File: config.mk
export PLATFORM = sky130hd
export DESIGN_NAME = parameter_set_manager
export DESIGN_NICKNAME = d
export VERILOG_FILES = /design/src/core/psm_pkg.sv /design/src/core/health_if.sv /design/src/core/health_monitor.sv /design/src/core/parameter_set_manager.sv /design/src/core/tick_divider.sv
export SDC_FILE = /design/constraint.sdc
export NUM_CORES = 2
export LEC_CHECK = 0
export BUFFER_PORTS_ARGS = -buffer_cell sky130_fd_sc_hd__buf_2
export CORE_MARGIN = 2
export CORE_UTILIZATION = 40
export CTS_CLUSTER_DIAMETER = 30
export DETAILED_ROUTE_END_ITERATION = 16
export PLACE_DENSITY_LB_ADDON = 0.2
export SETUP_SLACK_MARGIN = 0.2
export SYNTH_ARGS = -nofsm -noshare
export SYNTH_HDL_FRONTEND = slang
export SYNTH_SLANG_ARGS = --single-unit
File: constraint.sdc
create_clock -name ref_clk -period 3.2 [get_ports ref_clk]
set_input_delay 0.32 -clock ref_clk [delete_from_list [all_inputs] [get_ports ref_clk]]
set_output_delay 0.32 -clock ref_clk [all_outputs]
set_load 0.03 [all_outputs]
File: src/core/psm_pkg.sv
package psm_pkg;

    // =========================================================
    // bank geometry
    localparam int NUM_PARAMS = 16;
    localparam int PARAM_W = 16;
    localparam int IDX_W = 4;
    localparam int WORD_W = IDX_W + 1;
    localparam int NUM_CUSTOM = 15;
    localparam int NUM_BANKS = NUM_CUSTOM + 1;
    localparam int BANK_W = 4;
    localparam int ADDR_W = BANK_W + WORD_W;
    localparam logic [BANK_W-1:0] DEFAULT_BANK = 4'h0;
    localparam logic [WORD_W-1:0] MARKER_WORD = 5'h10;
    localparam logic [WORD_W-1:0] BOOT_WORD = 5'h00;
    localparam logic [PARAM_W-1:0] VALID_MARKER = 16'hA5C3;
    localparam logic [PARAM_W-1:0] CLEAR_MARKER = 16'h0000;
    localparam logic [PARAM_W-1:0] FACTORY_BASE = 16'h0100;
    localparam logic [PARAM_W-1:0] PARAM_LIMIT = 16'hF000;

    // =========================================================
    // timing
    localparam int CLK_HZ = 100_000_000;
    localparam int NVM_TIMEOUT_US = 10;
    localparam int NVM_TIMEOUT_CYCLES = CLK_HZ / 1_000_000 * NVM_TIMEOUT_US;
    localparam int TMO_W = 10;
    localparam int CHECK_PERIOD_US = 1000;
    localparam int CHECK_CYCLES = CLK_HZ / 1_000_000 * CHECK_PERIOD_US;
    localparam int FLASH_PERIOD_MS = 250;
    localparam int FLASH_CYCLES = CLK_HZ / 1000 * FLASH_PERIOD_MS;

    // =========================================================
    // health flags
    localparam int ERR_W = 2;
    localparam int ERR_RANGE_BIT = 0;
    localparam int ERR_NVM_BIT = 1;

    // =========================================================
    // command codes, in order 0..6
    typedef enum logic [2:0] {
        CMD_SET_PARAM,
        CMD_GET_PARAM,
        CMD_SAVE_LIVE,
        CMD_LOAD_BANK,
        CMD_SET_BOOT,
        CMD_GET_BOOT,
        CMD_GET_STATUS
    } cmd_e;

    typedef logic [NUM_PARAMS-1:0][PARAM_W-1:0] bank_t;

    function automatic bank_t factory_bank();
        bank_t b;
        for (int i = 0; i < NUM_PARAMS; i++)
        begin
            b[i] = FACTORY_BASE + PARAM_W'(i);
        end
        return b;
    endfunction

endpackage

File: src/core/health_if.sv
`timescale 1ns/1ps
`default_nettype none

interface health_if;
    import psm_pkg::*;
    bank_t live;
    logic nvm_fault;
    logic check_tick;
    logic flash_tick;
    logic [ERR_W-1:0] errors;
    logic led;

    modport main (output live, nvm_fault, check_tick, flash_tick,
                  input errors, led);
    modport mon (input live, nvm_fault, check_tick, flash_tick,
                 output errors, led);
endinterface

`default_nettype wire

File: src/core/health_monitor.sv
`timescale 1ns/1ps
`default_nettype none

module health_monitor
    import psm_pkg::*;
#(
    parameter logic [PARAM_W-1:0] LIMIT = PARAM_LIMIT
) (
    input wire logic ref_clk,
    input wire logic resetn,
    health_if.mon hb
);
    typedef struct packed {
        logic [ERR_W-1:0] errors;
        logic nvm_seen;
        logic led;
    } mon_s;

    mon_s s;
    mon_s next_s;
    logic [NUM_PARAMS-1:0] over;

    // =========================================================
    // per-parameter range check
    genvar g;
    generate
        for (g = 0; g < NUM_PARAMS; g++)
        begin : g_chk
            assign over[g] = hb.live[g] > LIMIT;
        end
    endgenerate

    always_comb
    begin
        next_s = s;
        // fault arriving on the check tick is folded in, not lost
        if (hb.check_tick)
        begin
            next_s.errors[ERR_RANGE_BIT] = |over;
            next_s.errors[ERR_NVM_BIT] = s.nvm_seen | hb.nvm_fault;
            next_s.nvm_seen = 1'b0;
        end
        else if (hb.nvm_fault)
        begin
            next_s.nvm_seen = 1'b1;
        end
        // steady on when healthy, flashing while errors stand
        if (s.errors == '0)
            next_s.led = 1'b1;
        else if (hb.flash_tick)
            next_s.led = ~s.led;
    end

    always_ff @(posedge ref_clk or negedge resetn)
    begin
        if (!resetn)
            s <= '0;
        else
            s <= next_s;
    end

    assign hb.errors = s.errors;
    assign hb.led = s.led;
endmodule

`default_nettype wire

File: src/core/parameter_set_manager.sv
`timescale 1ns/1ps
`default_nettype none

module parameter_set_manager
    import psm_pkg::*;
#(
    parameter int CHECK_DIV = CHECK_CYCLES,
    parameter int FLASH_DIV = FLASH_CYCLES
) (
    input wire logic ref_clk,
    input wire logic resetn,
    input wire logic cmd_valid,
    output logic cmd_ready,
    input wire logic [2:0] cmd_op,
    input wire logic [7:0] cmd_bank,
    input wire logic [7:0] cmd_index,
    input wire logic [PARAM_W-1:0] cmd_data,
    output logic rsp_valid,
    output logic rsp_ok,
    output logic [PARAM_W-1:0] rsp_data,
    output bank_t live_params,
    output logic live_valid,
    output logic nvm_req,
    output logic nvm_we,
    output logic [ADDR_W-1:0] nvm_addr,
    output logic [PARAM_W-1:0] nvm_wdata,
    input wire logic [PARAM_W-1:0] nvm_rdata,
    input wire logic nvm_ack,
    output logic status_led
);
    typedef enum logic [3:0] {
        ST_BOOT_MARK,
        ST_BOOT_PTR,
        ST_LOAD_START,
        ST_LOAD_MARK,
        ST_LOAD_WORD,
        ST_IDLE,
        ST_SAVE_INVAL,
        ST_SAVE_WORD,
        ST_SAVE_MARK,
        ST_PTR_WORD,
        ST_PTR_MARK
    } state_e;

    typedef struct packed {
        state_e state;
        logic req;
        logic we;
        logic [ADDR_W-1:0] addr;
        logic [PARAM_W-1:0] wdata;
        logic [TMO_W-1:0] tmo;
        bank_t live;
        bank_t shadow;
        logic [IDX_W-1:0] word;
        logic [BANK_W-1:0] bank;
        logic [BANK_W-1:0] boot_ptr;
        logic in_cmd;
        logic op_ready;
        logic rsp_valid;
        logic rsp_ok;
        logic [PARAM_W-1:0] rsp_data;
        logic nvm_fault;
    } ctrl_s;

    localparam logic [TMO_W-1:0] TMO_LAST = TMO_W'(NVM_TIMEOUT_CYCLES - 1);
    localparam logic [IDX_W-1:0] LAST_WORD = IDX_W'(NUM_PARAMS - 1);
    localparam ctrl_s CTRL_RESET = '{
        state: ST_BOOT_MARK,
        req: 1'b1,
        addr: {DEFAULT_BANK, MARKER_WORD},
        default: '0
    };

    ctrl_s s;
    ctrl_s next_s;
    logic done;
    logic timed_out;
    logic bank_ok;
    logic check_tick;
    logic flash_tick;

    health_if hb();

    // =========================================================
    // helpers
    function automatic logic [ADDR_W-1:0] word_addr(
        logic [BANK_W-1:0] b, logic [IDX_W-1:0] i);
        return {b, 1'b0, i};
    endfunction

    function automatic ctrl_s issue(ctrl_s x, logic we,
        logic [ADDR_W-1:0] a, logic [PARAM_W-1:0] d);
        ctrl_s y;
        y = x;
        y.req = 1'b1;
        y.we = we;
        y.addr = a;
        y.wdata = d;
        y.tmo = '0;
        return y;
    endfunction

    function automatic ctrl_s finish(ctrl_s x, logic ok);
        ctrl_s y;
        y = x;
        y.state = ST_IDLE;
        y.op_ready = 1'b1;
        y.rsp_valid = x.in_cmd;
        y.rsp_ok = ok;
        y.rsp_data = '0;
        y.in_cmd = 1'b0;
        return y;
    endfunction

    // =========================================================
    // command and bank sequencer
    assign done = s.req && nvm_ack;
    assign timed_out = s.req && !nvm_ack && (s.tmo == TMO_LAST);
    assign bank_ok = cmd_bank < NUM_BANKS;
    assign cmd_ready = (s.state == ST_IDLE) && s.op_ready;

    always_comb
    begin
        next_s = s;
        next_s.rsp_valid = 1'b0;
        next_s.nvm_fault = 1'b0;
        if (s.req)
            next_s.tmo = s.tmo + 1'b1;
        if (done)
            next_s.req = 1'b0;
        if (timed_out)
        begin
            // memory stopped answering: abandon; keep live bank whole, or load factory bank if still booting
            next_s.req = 1'b0;
            next_s.nvm_fault = 1'b1;
            if (!s.op_ready)
                next_s.live = factory_bank();
            next_s = finish(next_s, 1'b0);
        end
        else
        begin
            case (s.state)
                ST_BOOT_MARK:
                    if (done)
                    begin
                        next_s.bank = DEFAULT_BANK;
                        if (nvm_rdata == VALID_MARKER)
                        begin
                            next_s = issue(next_s, 1'b0,
                                {DEFAULT_BANK, BOOT_WORD}, '0);
                            next_s.state = ST_BOOT_PTR;
                        end
                        else
                        begin
                            next_s.state = ST_LOAD_START;
                        end
                    end
                ST_BOOT_PTR:
                    if (done)
                    begin
                        // a corrupt selector falls back to the default
                        if (nvm_rdata < NUM_BANKS)
                        begin
                            next_s.bank = nvm_rdata[BANK_W-1:0];
                            next_s.boot_ptr = nvm_rdata[BANK_W-1:0];
                        end
                        next_s.state = ST_LOAD_START;
                    end
                ST_LOAD_START:
                    if (s.bank == DEFAULT_BANK)
                    begin
                        next_s.live = factory_bank();
                        next_s = finish(next_s, 1'b1);
                    end
                    else
                    begin
                        next_s = issue(next_s, 1'b0,
                            {s.bank, MARKER_WORD}, '0);
                        next_s.state = ST_LOAD_MARK;
                    end
                ST_LOAD_MARK:
                    if (done)
                    begin
                        if (nvm_rdata == VALID_MARKER)
                        begin
                            next_s.word = '0;
                            next_s = issue(next_s, 1'b0,
                                word_addr(s.bank, '0), '0);
                            next_s.state = ST_LOAD_WORD;
                        end
                        else
                        begin
                            next_s.live = factory_bank();
                            next_s = finish(next_s, 1'b1);
                        end
                    end
                ST_LOAD_WORD:
                    if (done)
                    begin
                        next_s.shadow[s.word] = nvm_rdata;
                        if (s.word == LAST_WORD)
                        begin
                            next_s.live = next_s.shadow;
                            next_s = finish(next_s, 1'b1);
                        end
                        else
                        begin
                            next_s.word = s.word + 1'b1;
                            next_s = issue(next_s, 1'b0,
                                word_addr(s.bank, next_s.word), '0);
                        end
                    end
                ST_IDLE:
                    if (cmd_valid && s.op_ready)
                    begin
                        next_s.rsp_valid = 1'b1;
                        next_s.rsp_ok = 1'b0;
                        next_s.rsp_data = '0;
                        case (cmd_e'(cmd_op))
                            CMD_SET_PARAM:
                                if (cmd_index < NUM_PARAMS)
                                begin
                                    next_s.live[cmd_index[IDX_W-1:0]] =
                                        cmd_data;
                                    next_s.rsp_ok = 1'b1;
                                end
                            CMD_GET_PARAM:
                                if (cmd_index < NUM_PARAMS)
                                begin
                                    next_s.rsp_data =
                                        s.live[cmd_index[IDX_W-1:0]];
                                    next_s.rsp_ok = 1'b1;
                                end
                            CMD_SAVE_LIVE:
                                if (bank_ok && cmd_bank[BANK_W-1:0]
                                    != DEFAULT_BANK)
                                begin
                                    next_s.rsp_valid = 1'b0;
                                    next_s.in_cmd = 1'b1;
                                    next_s.bank = cmd_bank[BANK_W-1:0];
                                    next_s.shadow = s.live;
                                    next_s = issue(next_s, 1'b1,
                                        {cmd_bank[BANK_W-1:0],
                                        MARKER_WORD},
                                        CLEAR_MARKER);
                                    next_s.state = ST_SAVE_INVAL;
                                end
                            CMD_LOAD_BANK:
                                if (bank_ok)
                                begin
                                    next_s.rsp_valid = 1'b0;
                                    next_s.in_cmd = 1'b1;
                                    next_s.bank = cmd_bank[BANK_W-1:0];
                                    next_s.state = ST_LOAD_START;
                                end
                            CMD_SET_BOOT:
                                if (bank_ok)
                                begin
                                    next_s.rsp_valid = 1'b0;
                                    next_s.in_cmd = 1'b1;
                                    next_s.bank = cmd_bank[BANK_W-1:0];
                                    next_s = issue(next_s, 1'b1,
                                        {DEFAULT_BANK, BOOT_WORD},
                                        PARAM_W'(cmd_bank[BANK_W-1:0]));
                                    next_s.state = ST_PTR_WORD;
                                end
                            CMD_GET_BOOT:
                            begin
                                next_s.rsp_data = PARAM_W'(s.boot_ptr);
                                next_s.rsp_ok = 1'b1;
                            end
                            CMD_GET_STATUS:
                            begin
                                next_s.rsp_data =
                                    PARAM_W'(hb.errors);
                                next_s.rsp_ok = 1'b1;
                            end
                            default:
                                next_s.rsp_ok = 1'b0;
                        endcase
                    end
                ST_SAVE_INVAL:
                    if (done)
                    begin
                        next_s.word = '0;
                        next_s = issue(next_s, 1'b1,
                            word_addr(s.bank, '0), s.shadow[0]);
                        next_s.state = ST_SAVE_WORD;
                    end
                ST_SAVE_WORD:
                    if (done)
                    begin
                        if (s.word == LAST_WORD)
                        begin
                            next_s = issue(next_s, 1'b1,
                                {s.bank, MARKER_WORD},
                                VALID_MARKER);
                            next_s.state = ST_SAVE_MARK;
                        end
                        else
                        begin
                            next_s.word = s.word + 1'b1;
                            next_s = issue(next_s, 1'b1,
                                word_addr(s.bank, next_s.word),
                                s.shadow[next_s.word]);
                        end
                    end
                ST_SAVE_MARK:
                    if (done)
                        next_s = finish(next_s, 1'b1);
                ST_PTR_WORD:
                    if (done)
                    begin
                        next_s = issue(next_s, 1'b1,
                            {DEFAULT_BANK, MARKER_WORD}, VALID_MARKER);
                        next_s.state = ST_PTR_MARK;
                    end
                ST_PTR_MARK:
                    if (done)
                    begin
                        next_s.boot_ptr = s.bank;
                        next_s = finish(next_s, 1'b1);
                    end
                default:
                    next_s.state = ST_IDLE;
            endcase
        end
    end

    // live bank is volatile: reset leaves it zero until loaded
    always_ff @(posedge ref_clk or negedge resetn)
    begin
        if (!resetn)
            s <= CTRL_RESET;
        else
            s <= next_s;
    end

    // =========================================================
    // self checks and indicator
    tick_divider #(.DIV(CHECK_DIV)) u_check_div (
        .ref_clk(ref_clk),
        .resetn(resetn),
        .tick(check_tick)
    );

    tick_divider #(.DIV(FLASH_DIV)) u_flash_div (
        .ref_clk(ref_clk),
        .resetn(resetn),
        .tick(flash_tick)
    );

    assign hb.live = s.live;
    assign hb.nvm_fault = s.nvm_fault;
    assign hb.check_tick = check_tick;
    assign hb.flash_tick = flash_tick;

    health_monitor u_health (
        .ref_clk(ref_clk),
        .resetn(resetn),
        .hb(hb)
    );

    // =========================================================
    // outputs
    assign live_params = s.live;
    assign live_valid = s.op_ready;
    assign rsp_valid = s.rsp_valid;
    assign rsp_ok = s.rsp_ok;
    assign rsp_data = s.rsp_data;
    assign nvm_req = s.req;
    assign nvm_we = s.we;
    assign nvm_addr = s.addr;
    assign nvm_wdata = s.wdata;
    assign status_led = hb.led;
endmodule

`default_nettype wire

File: src/core/tick_divider.sv
`timescale 1ns/1ps
`default_nettype none

module tick_divider #(
    parameter int DIV = 1000
) (
    input wire logic ref_clk,
    input wire logic resetn,
    output logic tick
);
    localparam int CNT_W = (DIV > 1) ? $clog2(DIV) : 1;
    localparam logic [CNT_W-1:0] LAST = CNT_W'(DIV - 1);

    typedef struct packed {
        logic [CNT_W-1:0] cnt;
        logic tick;
    } div_s;

    div_s s;
    div_s next_s;

    // =========================================================
    // one-cycle enable every DIV clocks
    always_comb
    begin
        next_s = s;
        next_s.tick = 1'b0;
        if (s.cnt == LAST)
        begin
            next_s.cnt = '0;
            next_s.tick = 1'b1;
        end
        else
        begin
            next_s.cnt = s.cnt + 1'b1;
        end
    end

    always_ff @(posedge ref_clk or negedge resetn)
    begin
        if (!resetn)
            s <= '0;
        else
            s <= next_s;
    end

    assign tick = s.tick;
endmodule

`default_nettype wire

==> out/metrics.cfg <==
[outcome]
status = finished, final reports clean

[place]
pre_cts_ws_ns = 0.147
place_congestion = 1.00
io_buffers = 358
hpwlAfterDp_um = 136000

[global_route]
grt_pass1_vias = 38714
grt_start_max_net_pins = 209
grt_util_all_layers_pct = 36.7
grt_first_pass_wirelength_um = 292000
antenna_found_initial = 20
overflow = 0

[yosys]
syn_inst = 4473
netlist_area_um2 = 42400
synth_fp_nets = 4535
synth_xor_xnor_area_share_pct = 1.03
synth-async-reset-ratio_pct = 100
avgSynthCellArea_um2 = 9.48
synth-simple-area-share_pct = 14.6
synth_top_family_by_area = multiplexers
synthAdderAreaFrac_pct = 0.207
synth_top_area_share_pct = 37.3
synth_seq_cells = 634
ys_warn_count = 0
yosysSeqAreaShare_pct = 37.4
yosysUniqueCellTypes = 71
yosys_most_used_dff = dfrtp_1
synth_edf_count = 0
synth_compound_area_share_pct = 17.5
synth_mux_area_share_pct = 19.5
synth_top_area_cell = dfrtp_1
synth_area_leaders = dfrtp_1, mux2i_1, mux4_2, nand3_1, buf_4

[die]
num_rows = 119
dieWidth_um = 330
fp.coreArea_um2 = 105000
io_pins = 359
dieArea_um2 = 109000
start_util_pct = 40.3
die_h_um = 330

[final_layout]
final_common_cell = dfrtp_1
area_growth_pct = 20.1
final_cell_mix = dfrtp_1, mux2i_1, nand3_1
nNetsFinal = 4588
n_fill_cell = 9870
final_layout_size_suffix_gt1_share_pct = 24.2

[setup_path]
cp-endpoint = live_params[84]
r2r_slack_ns = 0.22
worstReg2RegEnd = live_params[84]
slowest_delay_ns = 0.61
cp.arrival_ns = 3.69
crit_fanout = 154
cp_common_cell = buf_4
cp_num_cells = 8
critPathBufInv = 3
slowest_stage = o22ai_1
path_class = reg -> reg
startpoint = s[582]
required_ns = 3.91
endpoint_kind = flip-flop
crit_path_start_kind = flip-flop
critical-path-top-delay-family = buffers and inverters
worst_r2r_path_depth = 8
cp_cell_sequence = buf_4 > nor4bb_2 > buf_4 > nand3_4 > buf_12 > o22ai_1 > nand3_1 > nand2_1
r2r_start = s[582]

[timing]
final.setup.worst_slack_ns = 0.218
maxSlewViolCount = 0
setup_tns_ns = 0
rsz0062_at_grt = yes
hold_violations = 0
worst_pin_slew_ns = 1.36
fin_skew_ns = 0.0330
period_share_pct = 93.2
relSlewSlack_pct = 9.41
setup_violations = 0
finalCriticalPeriod_ns = 2.98
max_freq_mhz = 335

[hold_path]
hold_path_class = in -> reg

[pwr]
peakVddDrop_mv = 0.538
p_per_area_nw_per_um2 = 533
p_leak_nw = 22.6

[routing]
drtPass1Iterations = 7
drt-total-wl_um = 203000
wl_per_cell_um = 33.4
routed-via-count = 41066
drt_iter0_drc = 6334
postRouteAntennaNets = 0
viasPerCell = 6.76
drc = 0

[cts]
clk_latency_ns = 0.80
cts_buffer_depth = 3
ctsHtreeMaxLevel = 4
cts-root-buf = clkbuf_16
cts_tree = yes
clkSinkCount = 634
cts_made_buffers = 186
clkTransAtPathRegs_ns = 0.05

[job]
maxCapViolCount = 0

worst min path at each step:
stage	start	endpoint	slack [ns]	cells past startpoint
after floorplan	resetn	hb.nvm_fault	0.02	0
after CTS	cmd_bank[3]	nvm_addr[8]	0.01	4
after global routing	cmd_bank[0]	s[25]	0.05	3
after detailed placement	resetn	s[549]	0.33	1
after global placement	resetn	s[549]	0.33	1
final	cmd_bank[3]	nvm_addr[8]	0.04	4
cells in the mapped netlist, types with 8 or more instances:
| cell type | count |
|---|---|
| nor2_1 | 202 |
| clkbuf_1 | 325 |
| a32o_1 | 26 |
| mux4_2 | 140 |
| dfrtp_1 | 632 |
| nand2_1 | 375 |
| xnor2_1 | 22 |
| o21ai_0 | 91 |
| a2111oi_0 | 43 |
| nand2b_1 | 23 |
| nor3_1 | 20 |
| inv_1 | 27 |
| mux2_2 | 15 |
| buf_4 | 298 |
| o2bb2ai_1 | 234 |
| and2_1 | 12 |
| nor4_1 | 62 |
| mux2i_1 | 490 |
| a21oi_1 | 151 |
| buf_1 | 76 |
| xor2_1 | 28 |
| o22ai_1 | 219 |
| nor2b_1 | 17 |
| buf_2 | 65 |
| nand3_1 | 480 |
| a22oi_1 | 227 |
| nand4_1 | 24 |
| o211ai_1 | 8 |
| and4_1 | 8 |
| and3_1 | 28 |
through the flow:
stage | instance area (µm²) | power [mW] | util, % | std cells | hold WS (ns)
3_3_place_gp | 44500 | 9.03 | 42.3 | 5722 | 0.326
6_report | 50900 | 27.1 | 48.4 | 6074 | 0.0378
2_1_floorplan | 42400 | 8.50 | - | 4473 | 0.0244
5_1_grt | 50900 | 27.7 | 48.4 | 6068 | 0.0543
3_5_place_dp | 44500 | 9.03 | 42.3 | 5722 | 0.327
4_1_cts | 50800 | 27.2 | 48.3 | 6061 | 0.0101
layer usage:
layer | GRT usage, % | vias to the layer above | part of all wire (%)
met3 | 11.1 | 569 | 12
li1 | - | 16722 | -
met2 | 52.3 | 3085 | 42
met5 | 0 | - | 0.075
met1 | 50.1 | 20672 | 39
met4 | 19.0 | 18 | 5.7
where the power goes:
| part | internal, mW | switching, mW | total (mW) |
|---|---|---|---|
| clock network | 12.5 | 5.70 | 18.2 |
| logic | 0.204 | 0.687 | 0.891 |
| registers | 8.05 | 0 | 8.05 |
| total | 20.8 | 6.39 | 27.1 |
tightest hold or removal path, stage by stage:
cell     delay [ns]
buf_2          0.15
a32oi_1        0.10
o21ai_0        0.08
mux2_1         0.13
cell type report:
type | instances | area, µm² | share of cell area, %
Inverter | 27 | 101 | 0.199
Timing Repair Buffer | 630 | 4370 | 8.58
Sequential cell | 634 | 15900 | 31.2
Multi-Input combinational cell | 3047 | 22600 | 44.3
Clock inverter | 64 | 741 | 1.45
Tap cell | 1391 | 1740 | 3.42
Clock buffer | 273 | 5510 | 10.8
Antenna cell | 8 | 20.0 | 0.0393
state kept, by name (all words and copies together), names as in the netlist, 2 cells and up:
name	count
live_params	256
nvm_addr	9
nvm_wdata	16
rsp_data	16
s	283
u_check_div.s	17
u_flash_div.s	25
u_health.hb.errors	2
cells by family after synthesis:
group	Yosys count
xor+xnor	50
simple gates	1297
compound gates	1045
flops	634
mux	648
fa+ha+maj	7
buf+inv	792
repair_timing:
item	CTS	global route
buffers inserted	0	5
endpoints found under the setup margin	0	177
hold endpoints to repair	67	0
gates resized for setup	0	19
hold buffers	2	0
Note: power is estimated with default switching activity, not from simulation.
